<file path="config.mk">
export PLATFORM = sky130hd
export DESIGN_NAME = debug_trace_status_control
export DESIGN_NICKNAME = d
export VERILOG_FILES = /design/src/common/dbg_trace_pkg.sv /design/src/hw/debug_trace_status_control.sv
export SDC_FILE = /design/constraint.sdc
export NUM_CORES = 2
export LEC_CHECK = 0
export BUFFER_PORTS_ARGS = -buffer_cell sky130_fd_sc_hd__buf_4
export CAP_MARGIN = 20
export CORE_MARGIN = 3
export CORE_UTILIZATION = 45
export DETAILED_ROUTE_END_ITERATION = 16
export RECOVER_POWER = 50
export SYNTH_ARGS = -nofsm -noshare
export SYNTH_HDL_FRONTEND = slang
export SYNTH_SLANG_ARGS = --single-unit
</file>
<file path="constraint.sdc">
create_clock -name pclk -period 6.2 [get_ports pclk]
set_clock_uncertainty 0.2 [all_clocks]
set_input_delay 0.62 -clock pclk [delete_from_list [all_inputs] [get_ports pclk]]
set_output_delay 0.62 -clock pclk [all_outputs]
set_load 0.01 [all_outputs]
</file>
<file path="src/common/dbg_trace_pkg.sv">
package dbg_trace_pkg;

  // register indices, byte address is four times the index
  localparam logic [9:0] IDX_SESSION_CTRL = 10'h020;
  localparam logic [9:0] IDX_STATE_STATUS = 10'h021;
  localparam logic [9:0] IDX_TRACE_CFG = 10'h022;
  localparam logic [9:0] IDX_MATCH_MAP = 10'h023;
  localparam logic [9:0] IDX_TRACE_BUF = 10'h024;
  localparam logic [9:0] IDX_LINE_COUNT = 10'h026;

  // field positions
  localparam int ARM_BIT = 7;
  localparam int FULL_BIT = 7;
  localparam int TEN_BIT = 6;
  localparam int TMODE_LSB = 2;
  localparam int TRIGGER_ALIGNMENT_BIT_BIT = 0;
  localparam int MAP_LSB = 0;

  // reset values
  localparam logic [7:0] STATUS_RESET = 8'h00;
  localparam logic [7:0] TRACE_CFG_RESET = 8'h00;
  localparam logic [7:0] MATCH_MAP_RESET = 8'h00;

  // trace buffer geometry
  localparam int BUF_LINES = 64;
  localparam int LINE_W = 20;

  // sequencer state flag codes
  localparam logic [2:0] SSF_DISARMED = 3'h0;
  localparam logic [2:0] SSF_ONE = 3'h1;
  localparam logic [2:0] SSF_TWO = 3'h2;
  localparam logic [2:0] SSF_THREE = 3'h3;
  localparam logic [2:0] SSF_FINAL = 3'h4;

  // trace modes
  localparam logic [1:0] TMODE_FLOW = 2'h0;
  localparam logic [1:0] TMODE_LOOP = 2'h1;
  localparam logic [1:0] TMODE_DETAIL = 2'h2;
  localparam logic [1:0] TMODE_PC = 2'h3;

  // match mapping codes
  localparam logic [1:0] MAP_SINGLE = 2'h0;
  localparam logic [1:0] MAP_INSIDE = 2'h1;
  localparam logic [1:0] MAP_OUTSIDE = 2'h2;
  localparam logic [1:0] MAP_RSVD = 2'h3;

  typedef enum logic [2:0] {
    seq_disarmed,
    seq_one,
    seq_two,
    seq_three,
    seq_final
  } seq_t;

endpackage

</file>
<file path="src/hw/debug_trace_status_control.sv">
`timescale 1ns/100ps
module debug_trace_status_control (
  input wire logic pclk, // bus clock
  input wire logic presetn, // power-on reset, active low
  input wire logic other_reset, // non power-on system reset, sync
  input wire logic psel, // apb select
  input wire logic penable, // apb enable
  input wire logic pwrite, // apb direction
  input wire logic [11:0] paddr, // apb byte address
  input wire logic [31:0] pwdata, // apb write data
  output logic [31:0] prdata, // apb read data
  output logic pready, // apb ready
  output logic pslverr, // apb error
  input wire logic secured, // system secured
  input wire logic seq_step, // sequencer transition request
  input wire logic [2:0] seq_dest, // requested state code
  input wire logic flow_valid, // change-of-flow line offered
  input wire logic flow_redundant, // offered flow line is a repeat
  input wire logic access_valid, // bus access line offered
  input wire logic pc_valid, // executed instruction line offered
  input wire logic [dbg_trace_pkg::LINE_W-1:0] trace_line, // line to store
  input wire logic cmp_a_hit, // comparator a match
  input wire logic cmp_b_hit, // comparator b match
  input wire logic addr_ge_a, // address at or above a
  input wire logic addr_le_b, // address at or below b
  output logic match0, // match output 0
  output logic match1, // match output 1
  output logic session_armed // debug session running
);
  import dbg_trace_pkg::*;

  typedef struct packed {
    // bus answer
    logic ready;
    logic slverr;
    logic [31:0] rdata;

    // session and sequencer
    logic armed;
    seq_t seq;
    logic [2:0] ssf;
    logic triggered;

    // fill state of the buffer
    logic full;
    logic [5:0] cnt;

    // read-out side
    logic [5:0] rptr;
    logic unlocked;

    // trace configuration
    logic ten;
    logic [1:0] tmode;
    logic trigger_alignment_bit;

    // match mapping and outputs
    logic [1:0] map;
    logic m0;
    logic m1;

    // trace line storage, one entry per line
    logic [BUF_LINES-1:0][LINE_W-1:0] mem;
  } state_t;

  // registered state and its next value
  state_t q;
  state_t d;

  // bus decode
  logic access;
  logic done;
  logic [9:0] idx;
  logic aligned;

  // trace read and store
  logic rd_ok;
  logic offer;
  logic store;

  // sequencer and comparator helpers
  logic in_range;
  logic legal_dest;
  logic seq_live;

  // software write strobe and byte
  logic sw_wr;
  logic [7:0] wb;

  // ==========================================================
  // helpers
  // requested code to sequencer state
  function automatic seq_t seq_of(input logic [2:0] code);
    case (code)
      SSF_ONE: seq_of = seq_one;
      SSF_TWO: seq_of = seq_two;
      SSF_THREE: seq_of = seq_three;
      SSF_FINAL: seq_of = seq_final;
      default: seq_of = seq_disarmed;
    endcase
  endfunction

  // flag code of a sequencer state, reserved codes never produced
  function automatic logic [2:0] code_of(input seq_t s);
    case (s)
      seq_one: code_of = SSF_ONE;
      seq_two: code_of = SSF_TWO;
      seq_three: code_of = SSF_THREE;
      seq_final: code_of = SSF_FINAL;
      default: code_of = SSF_DISARMED;
    endcase
  endfunction

  // ==========================================================
  // next state
  always_comb begin
    // hold every register unless changed below
    d = q;
    // bus decode
    access = psel & penable;
    done = access & q.ready;
    idx = paddr[11:2];
    aligned = (paddr[1:0] == 2'h0);
    wb = pwdata[7:0];
    sw_wr = done & pwrite & aligned;
    // read gate, legal targets and a running sequencer
    rd_ok = q.unlocked & ~q.armed & q.ten & ~secured;
    legal_dest = (seq_dest >= SSF_ONE) && (seq_dest <= SSF_FINAL);
    seq_live = q.armed & (q.seq != seq_disarmed);

    // one wait state, answer on second access cycle
    d.ready = access & ~q.ready;
    d.slverr = 1'b0;
    if (access & ~q.ready) begin
      // unselected bits read zero
      d.rdata = 32'h0;
      d.slverr = ~aligned;
      // only whole aligned words decode
      if (aligned) begin
        case (idx)
          // session control shows only the arm bit
          IDX_SESSION_CTRL: d.rdata[ARM_BIT] = q.armed;

          // status: full flag, zero gap, state flags
          IDX_STATE_STATUS: begin
            d.rdata[FULL_BIT] = q.full;
            d.rdata[2:0] = q.ssf;
          end

          // trace configuration readback
          IDX_TRACE_CFG: begin
            d.rdata[TEN_BIT] = q.ten;
            d.rdata[TMODE_LSB+:2] = q.tmode;
            d.rdata[TRIGGER_ALIGNMENT_BIT_BIT] = q.trigger_alignment_bit;
          end

          // mapping field, readable at any time
          IDX_MATCH_MAP: d.rdata[MAP_LSB+:2] = q.map;

          // trace buffer, zero unless reading is allowed
          IDX_TRACE_BUF: begin
            if (rd_ok) begin
              d.rdata[LINE_W-1:0] = q.mem[q.rptr];
            end
          end

          // line count with the full flag on top
          IDX_LINE_COUNT: begin
            d.rdata[FULL_BIT] = q.full;
            d.rdata[5:0] = q.cnt;
          end
          default: d.slverr = 1'b1;
        endcase
      end
    end

    // buffer read advances pointer only on a valid read
    if (done & ~pwrite & aligned & (idx == IDX_TRACE_BUF) & rd_ok) begin
      d.rptr = q.rptr + 6'h1;
    end

    // sequencer transitions, only to a defined state
    if (seq_live & seq_step & legal_dest) begin
      d.seq = seq_of(seq_dest);
      d.ssf = code_of(d.seq);
      // final state marks the trigger
      if (seq_dest == SSF_FINAL) begin
        d.triggered = 1'b1;
        // end-aligned or untraced session finishes at the trigger
        if (~q.trigger_alignment_bit | ~q.ten | secured) begin
          d.armed = 1'b0;
          d.seq = seq_disarmed;
          d.ssf = SSF_DISARMED;
        end
      end
    end

    // trace storage, selected by mode
    case (q.tmode)
      TMODE_FLOW: offer = flow_valid;
      TMODE_LOOP: offer = flow_valid & ~flow_redundant;
      TMODE_DETAIL: offer = access_valid;
      TMODE_PC: offer = pc_valid;
      default: offer = 1'b0;
    endcase
    // store while armed, enabled, unsecured and on the aligned side of the trigger
    store = offer & q.armed & q.ten & ~secured
      & (q.trigger_alignment_bit ? q.triggered : ~q.triggered);
    // line lands at the count, count wraps at the end of the buffer
    if (store) begin
      d.mem[q.cnt] = trace_line;
      d.cnt = q.cnt + 6'h1;
      // last entry filled; end-aligned sessions wrap and keep storing
      if (q.cnt == 6'h3f) begin
        d.full = 1'b1;
        // begin-aligned session ends once the buffer has filled
        if (q.trigger_alignment_bit) begin
          d.armed = 1'b0;
          d.seq = seq_disarmed;
          d.ssf = SSF_DISARMED;
        end
      end
    end

    // software writes
    if (sw_wr) begin
      case (idx)
        IDX_SESSION_CTRL: begin
          // arming starts a fresh session, wins over a same-cycle end
          if (wb[ARM_BIT]) begin
            d.armed = 1'b1;
            d.seq = seq_one;
            d.ssf = SSF_ONE;
            d.full = 1'b0;
            // count and trigger start over, buffer locked again
            d.cnt = 6'h0;
            d.triggered = 1'b0;
            d.unlocked = 1'b0;
          end else begin
            // software disarm keeps the flags
            d.armed = 1'b0;
            d.seq = seq_disarmed;
          end
        end

        IDX_TRACE_CFG: begin
          // enable needs an unsecured, disarmed unit
          if (~q.armed & ~secured) begin
            d.ten = wb[TEN_BIT];
          end
          // mode and alignment need a disarmed unit
          if (~q.armed) begin
            d.tmode = wb[TMODE_LSB+:2];
            d.trigger_alignment_bit = wb[TRIGGER_ALIGNMENT_BIT_BIT];
          end
        end

        // mapping fixed while armed
        IDX_MATCH_MAP: begin
          if (~q.armed) begin
            d.map = wb[MAP_LSB+:2];
          end
        end

        // unlock for reading, starting at the oldest line
        IDX_TRACE_BUF: begin
          if (~q.armed) begin
            d.unlocked = 1'b1;
            d.rptr = q.full ? q.cnt : 6'h0;
          end
        end

        // other words have no write effect
        default: d.unlocked = d.unlocked;
      endcase
    end

    // secure mode holds a cleared enable at zero, a set enable stays set
    if (secured & ~q.ten) begin
      d.ten = 1'b0;
    end

    // comparator match mapping
    in_range = addr_ge_a & addr_le_b;
    case (q.map)
      // a and b on their own outputs
      MAP_SINGLE: begin
        d.m0 = cmp_a_hit;
        d.m1 = cmp_b_hit;
      end

      // inside the a to b range
      MAP_INSIDE: begin
        d.m0 = access_valid & in_range;
        d.m1 = 1'b0;
      end

      // outside the a to b range
      MAP_OUTSIDE: begin
        d.m0 = access_valid & ~in_range;
        d.m1 = 1'b0;
      end

      // reserved code acts as a alone
      default: begin
        d.m0 = cmp_a_hit;
        d.m1 = 1'b0;
      end
    endcase

    // other resets clear control and flags, keep fill state and buffer
    if (other_reset) begin
      // bus answer dropped
      d.ready = 1'b0;
      d.slverr = 1'b0;
      d.rdata = 32'h0;
      // session and flags cleared
      d.armed = 1'b0;
      d.seq = seq_disarmed;
      d.ssf = SSF_DISARMED;
      d.triggered = 1'b0;
      d.unlocked = 1'b0;
      // configuration back to its reset value
      d.ten = TRACE_CFG_RESET[TEN_BIT];
      d.tmode = TRACE_CFG_RESET[TMODE_LSB+:2];
      d.trigger_alignment_bit = TRACE_CFG_RESET[TRIGGER_ALIGNMENT_BIT_BIT];
      d.map = MATCH_MAP_RESET[MAP_LSB+:2];
      d.m0 = 1'b0;
      d.m1 = 1'b0;
      d.full = q.full;
    end
  end

  // ==========================================================
  // state register, power-on reset clears everything
  always_ff @(posedge pclk or negedge presetn) begin
    if (!presetn) begin
      q <= '0;
    end else begin
      q <= d;
    end
  end

  // ==========================================================
  // outputs
  assign prdata = q.rdata;
  assign pready = q.ready;
  assign pslverr = q.slverr;
  // match outputs and session state
  assign match0 = q.m0;
  assign match1 = q.m1;
  assign session_armed = q.armed;

endmodule

</file>
==> results <==
- The Yosys step of the flow raised 0 warnings.
- In this design, the largest share of critical-path delay is due to buffers and inverters.
- The total grt overflow is 0.
- STA classifies the critical path endpoint as an async pin.
- The starting density of the core is between 40% and 50%.
- Of the cells placed in the final design, the portion with a size suffix greater than 1 is roughly 52%.
- Wires add up to 159 mm.
- The die is 375 microns wide.
- The worst-skew pair later-pin latency is 0.77 ns.
- Traced cell by cell, the critical path runs through dlygate4sd3_1 > clkbuf_2 > clkbuf_2.
- CTS built an H-tree with a depth of 4.
- The area of the die is roughly 140000 sq um.
- In this run the worst hold path is classified as input port to flop.
- After synthesis the netlist holds a flip-flop and latch count of 1332.
- For this run, the slowest stage of the critical path takes 2.24 ns.
- After clock tree synthesis, the clock-pin slew on the worst setup and hold paths is 0.06 ns.
- The total of buffers placed on input and output ports is 81.
- The flow ran to the end, but the final reports show violations.
- The synthesized netlist occupies a cell area of 61400 sq um.
- The final reports fail on max-capacitance violations, max-slew violations.
- The first routing iteration left 2427 violations.
- The most used flip-flop cell after synthesis is sky130_fd_sc_hd__dfrtp_1.
- The library cell contributing the largest single delay on the critical path is sky130_fd_sc_hd__clkbuf_2.
- In this run the worst path has a maximum fanout of 123.
- The area growth from synthesis to layout is 11.3%.
- TritonCTS built the clock tree.
- The TritonCTS buffer count is 147.
- The global-route wire length before repair is 240 mm.
- The cell count after synthesis came out at 3924.
- The global routing usage summed across all routing layers is 22.8%.
- The average wire length per cell after detail routing is 27.6 microns.
- The critical path class is input port to async pin.
- The library cell with the largest summed area after synthesis is sky130_fd_sc_hd__dfrtp_1.
- Summing all flip-flop and latch instances after layout gives 33300 sq um.
- The final non-filler cell total is 5759.
- Of all flip-flops after synthesis, the portion carrying an async set or reset was 100%.
- The number of global-route vias before repair is 35554.
- The number of max-slew violations in the final report is 118.
- The count of final hold-check violations is 0.
- The number of antenna violations at the first check in global routing is 3.
- The final layout contains about 4000 nets.
- The pin count of the biggest net entering global routing is 180.
- Across the VDD grid, the largest voltage drop is between 0.2 and 0.3 mV.
- Sorting the synthesized cells by area gives the leading types as sky130_fd_sc_hd__dfrtp_1 54%, sky130_fd_sc_hd__mux2_2 24%, sky130_fd_sc_hd__mux4_2 11%, sky130_fd_sc_hd__mux4_1 1.8%, sky130_fd_sc_hd__mux2i_1 1.3%.
- After detailed routing, the number of remaining DRC violations is 0.
- The CTS root buffer is sky130_fd_sc_hd__clkbuf_16.
- After detailed routing, the number of vias per cell comes to approximately 5.9.
- Data on the critical path arrives at its endpoint at around 5.0 ns.
- Setup repair after global routing left no endpoint under its margin.
- By instance count, the cell type seen most on the critical path is sky130_fd_sc_hd__clkbuf_2.
- The shortest period the worst path allows is 4.52 ns.
- Counting every sink on the clock net gives 1332.
- Max-cap violations in this run came to 1.
- The standard-cell row count is 134.
- STA puts the critical path data required time at 6.65 ns.
- The number of flops mapped to enable cells by yosys is 0.
- In this run the vertical extent of the chip is 375 microns.
- The number of cells after detailed placement is 5473.
- The per-instance average area after synthesis is 15.6 sq um.
- The sequential element share of the synthesized area is 54.3%.
- The leakage power summed over all cells is 32.1 nW.
- The floorplan core area is 134000 sq um.
- The worst slew margin relative to its limit is -126%.
- The post-CTS setup-driven buffer insertion count is 0.
- The highest clock frequency the design can meet is between 200 and 250 MHz.
- The share of the clock period used by the worst path after layout is 72.9%.
- No sink is reached through more buffers than the 3 on the longest clock path.
- For the pin with the worst max-slew slack, the measured transition is about 3.4 ns.
- In this run, distinct cell masters in the synthesized netlist total 61.
- The HPWL after detailed placement is 94.7 mm.
- The detailed-routing iteration count for the pre-antenna-repair pass is 6.
- The number of nets still failing antenna checks after routing is 0.
- The number of ports placed on the die boundary is 120.
- The area of the multi-input gates is 26100 sq um.
- Setup violations remaining at the end of the flow were counted as 0.
- The global placer's final weighted congestion is 0.844.
- The final-layout fill cell count is 11421.
- The type of element launching the critical path is an input port.
- For the final routed database, the setup TNS stands at 0 ns.
- The proportion of netlist area held by the largest area contributor is 54.3%.
- The final route contains ~34000 vias.
- The critical path contains buffers and inverters numbering 3 combined.
- The total power density per cell area is 263 nW/um^2.
==> worst min-delay path, delay by kind of cell <==
family                 cells  cell delay [ns]
AND/OR/NAND/NOR            2             0.18
AO/OA/AOI/OAI              1             0.07
buffers and inverters      1             0.10
==> metrics by stage <==
| stage | util, % | area [sq um] | setup slack [ns] | total power [W] | hold slack (ns) |
|---|---|---|---|---|---|
| 5_1_grt | 50.8 | 68300 | 0.964 | 0.0186 | 0.0592 |
| 3_5_place_dp | 47.1 | 63300 | 2.05 | 0.00925 | 0.287 |
| 3_3_place_gp | 47.1 | 63300 | 2.10 | 0.00926 | 0.281 |
| 4_1_cts | 50.9 | 68400 | 2.20 | 0.0182 | 0.00163 |
| 6_report | 50.8 | 68300 | 1.68 | 0.0180 | 0.0713 |
| 2_1_floorplan | - | 61400 | 3.53 | 0.00897 | 0.124 |
==> cell families after synthesis <==
group | Yosys count | synth area share [%]
mux | 1714 | 38.1
flops | 1332 | 54.3
buf+inv | 437 | 3.58
simple gates | 292 | 2.23
compound gates | 131 | 1.53
xor+xnor | 12 | 0.171
fa+ha+maj | 5 | 0.102
other cells | 1 | 0.00611
==> cells in the final DEF, fill, tap and decap left out, drive strengths merged, types with 4 or more instances in the layout <==
| cell type | Yosys | routed |
|---|---|---|
| dfrtp | 1332 | 1332 |
| mux2 | 1282 | 1282 |
| mux4 | 353 | 353 |
| clkbuf | 176 | 265 |
| buf | 242 | 158 |
| nor2 | 108 | 108 |
| mux2i | 79 | 79 |
| nand2 | 71 | 71 |
| a22oi | 39 | 39 |
| nand3 | 33 | 33 |
| a21oi | 22 | 22 |
| dlygate4sd3 | 1 | 22 |
| o21ai | 20 | 20 |
| inv | 13 | 18 |
| nor3 | 13 | 13 |
| clkinv | 0 | 13 |
| and2 | 12 | 12 |
| conb | 1 | 12 |
| a222oi | 11 | 11 |
| bufinv | 0 | 10 |
| xnor2 | 9 | 9 |
| nor2b | 9 | 9 |
| nand4 | 7 | 7 |
| a32oi | 6 | 6 |
| nor3b | 5 | 5 |
| and3 | 5 | 5 |
| nand3b | 5 | 5 |
| ha | 5 | 5 |
| o211ai | 4 | 4 |
| nand2b | 4 | 4 |
| a311oi | 4 | 4 |
| clkinvlp | 0 | 4 |
| a31oi | 4 | 4 |
| nor4 | 4 | 4 |
==> final timing paths <==
path / startpoint / end / slack [ns] / cells past startpoint
setup / recovery: presetn / q[35]$_DFFE_PN0P_ / 1.68 / 3
hold / removal: secured / q[1308]$_DFF_PN0_ / 0.07 / 4
setup reg to reg: session_armed$_DFF_PN0_ / q[974]$_DFFE_PN0P_ / 2.13 / 7
hold reg to reg: q[588]$_DFFE_PN0P_ / q[588]$_DFFE_PN0P_ / 0.29 / 1
max in group pclk: session_armed$_DFF_PN0_ / q[974]$_DFFE_PN0P_ / 2.13 / 7
min in group asynchronous: presetn / q[388]$_DFFE_PN0P_ / 1.29 / 2
==> registers in the layout, indices dropped and copies added (netlist names) <==
signal / count
match0: 1
match1: 1
prdata: 20
pready: 1
pslverr: 1
q: 1307
session_armed: 1
==> Yosys cell counts, drive strengths merged, types with 4 or more instances <==
master	count
dfrtp	1332
mux2	1282
mux4	353
buf	242
clkbuf	176
nor2	108
mux2i	79
nand2	71
a22oi	39
nand3	33
a21oi	22
o21ai	20
inv	13
nor3	13
and2	12
a222oi	11
nor2b	9
xnor2	9
nand4	7
a32oi	6
and3	5
dlygate4sd1	5
ha	5
nand3b	5
nor3b	5
a311oi	4
a31oi	4
nand2b	4
nor4	4
o211ai	4
==> report_power, final <==
group	internal [W]	switching [W]	leakage [nW]
clock network	0.00535	0.00353	2.41
logic	0.0000534	0.000343	11.1
registers	0.00870	0.000000466	18.6
==> area by class of cell <==
class	instances	area share (%)
antenna	3	0.0110
clock buffer	229	6.55
clock inverter	32	0.649
inverter	13	0.0714
multi-input combinational	2166	38.2
sequential	1332	48.8
tap	1768	3.24
timing repair buffer	216	2.51
==> timing repair <==
action,4_1_cts,5_1_grt
setup endpoints to repair,0,0
gates resized for setup,0,0
endpoints found under the hold margin,125,0
hold buffers,22,0
==> routing by layer <==
metal  global-route usage, %  vias to the layer above  part of all wire (%)
met3                    3.20                      237                   4.2
met5                       0                        -                     0
met2                    35.8                      715                    47
met4                    6.31                        0                   2.4
li1                        -                    14402                     -
met1                    33.5                    18866                    47
No activity file was read; power rests on OpenSTA's default activity.
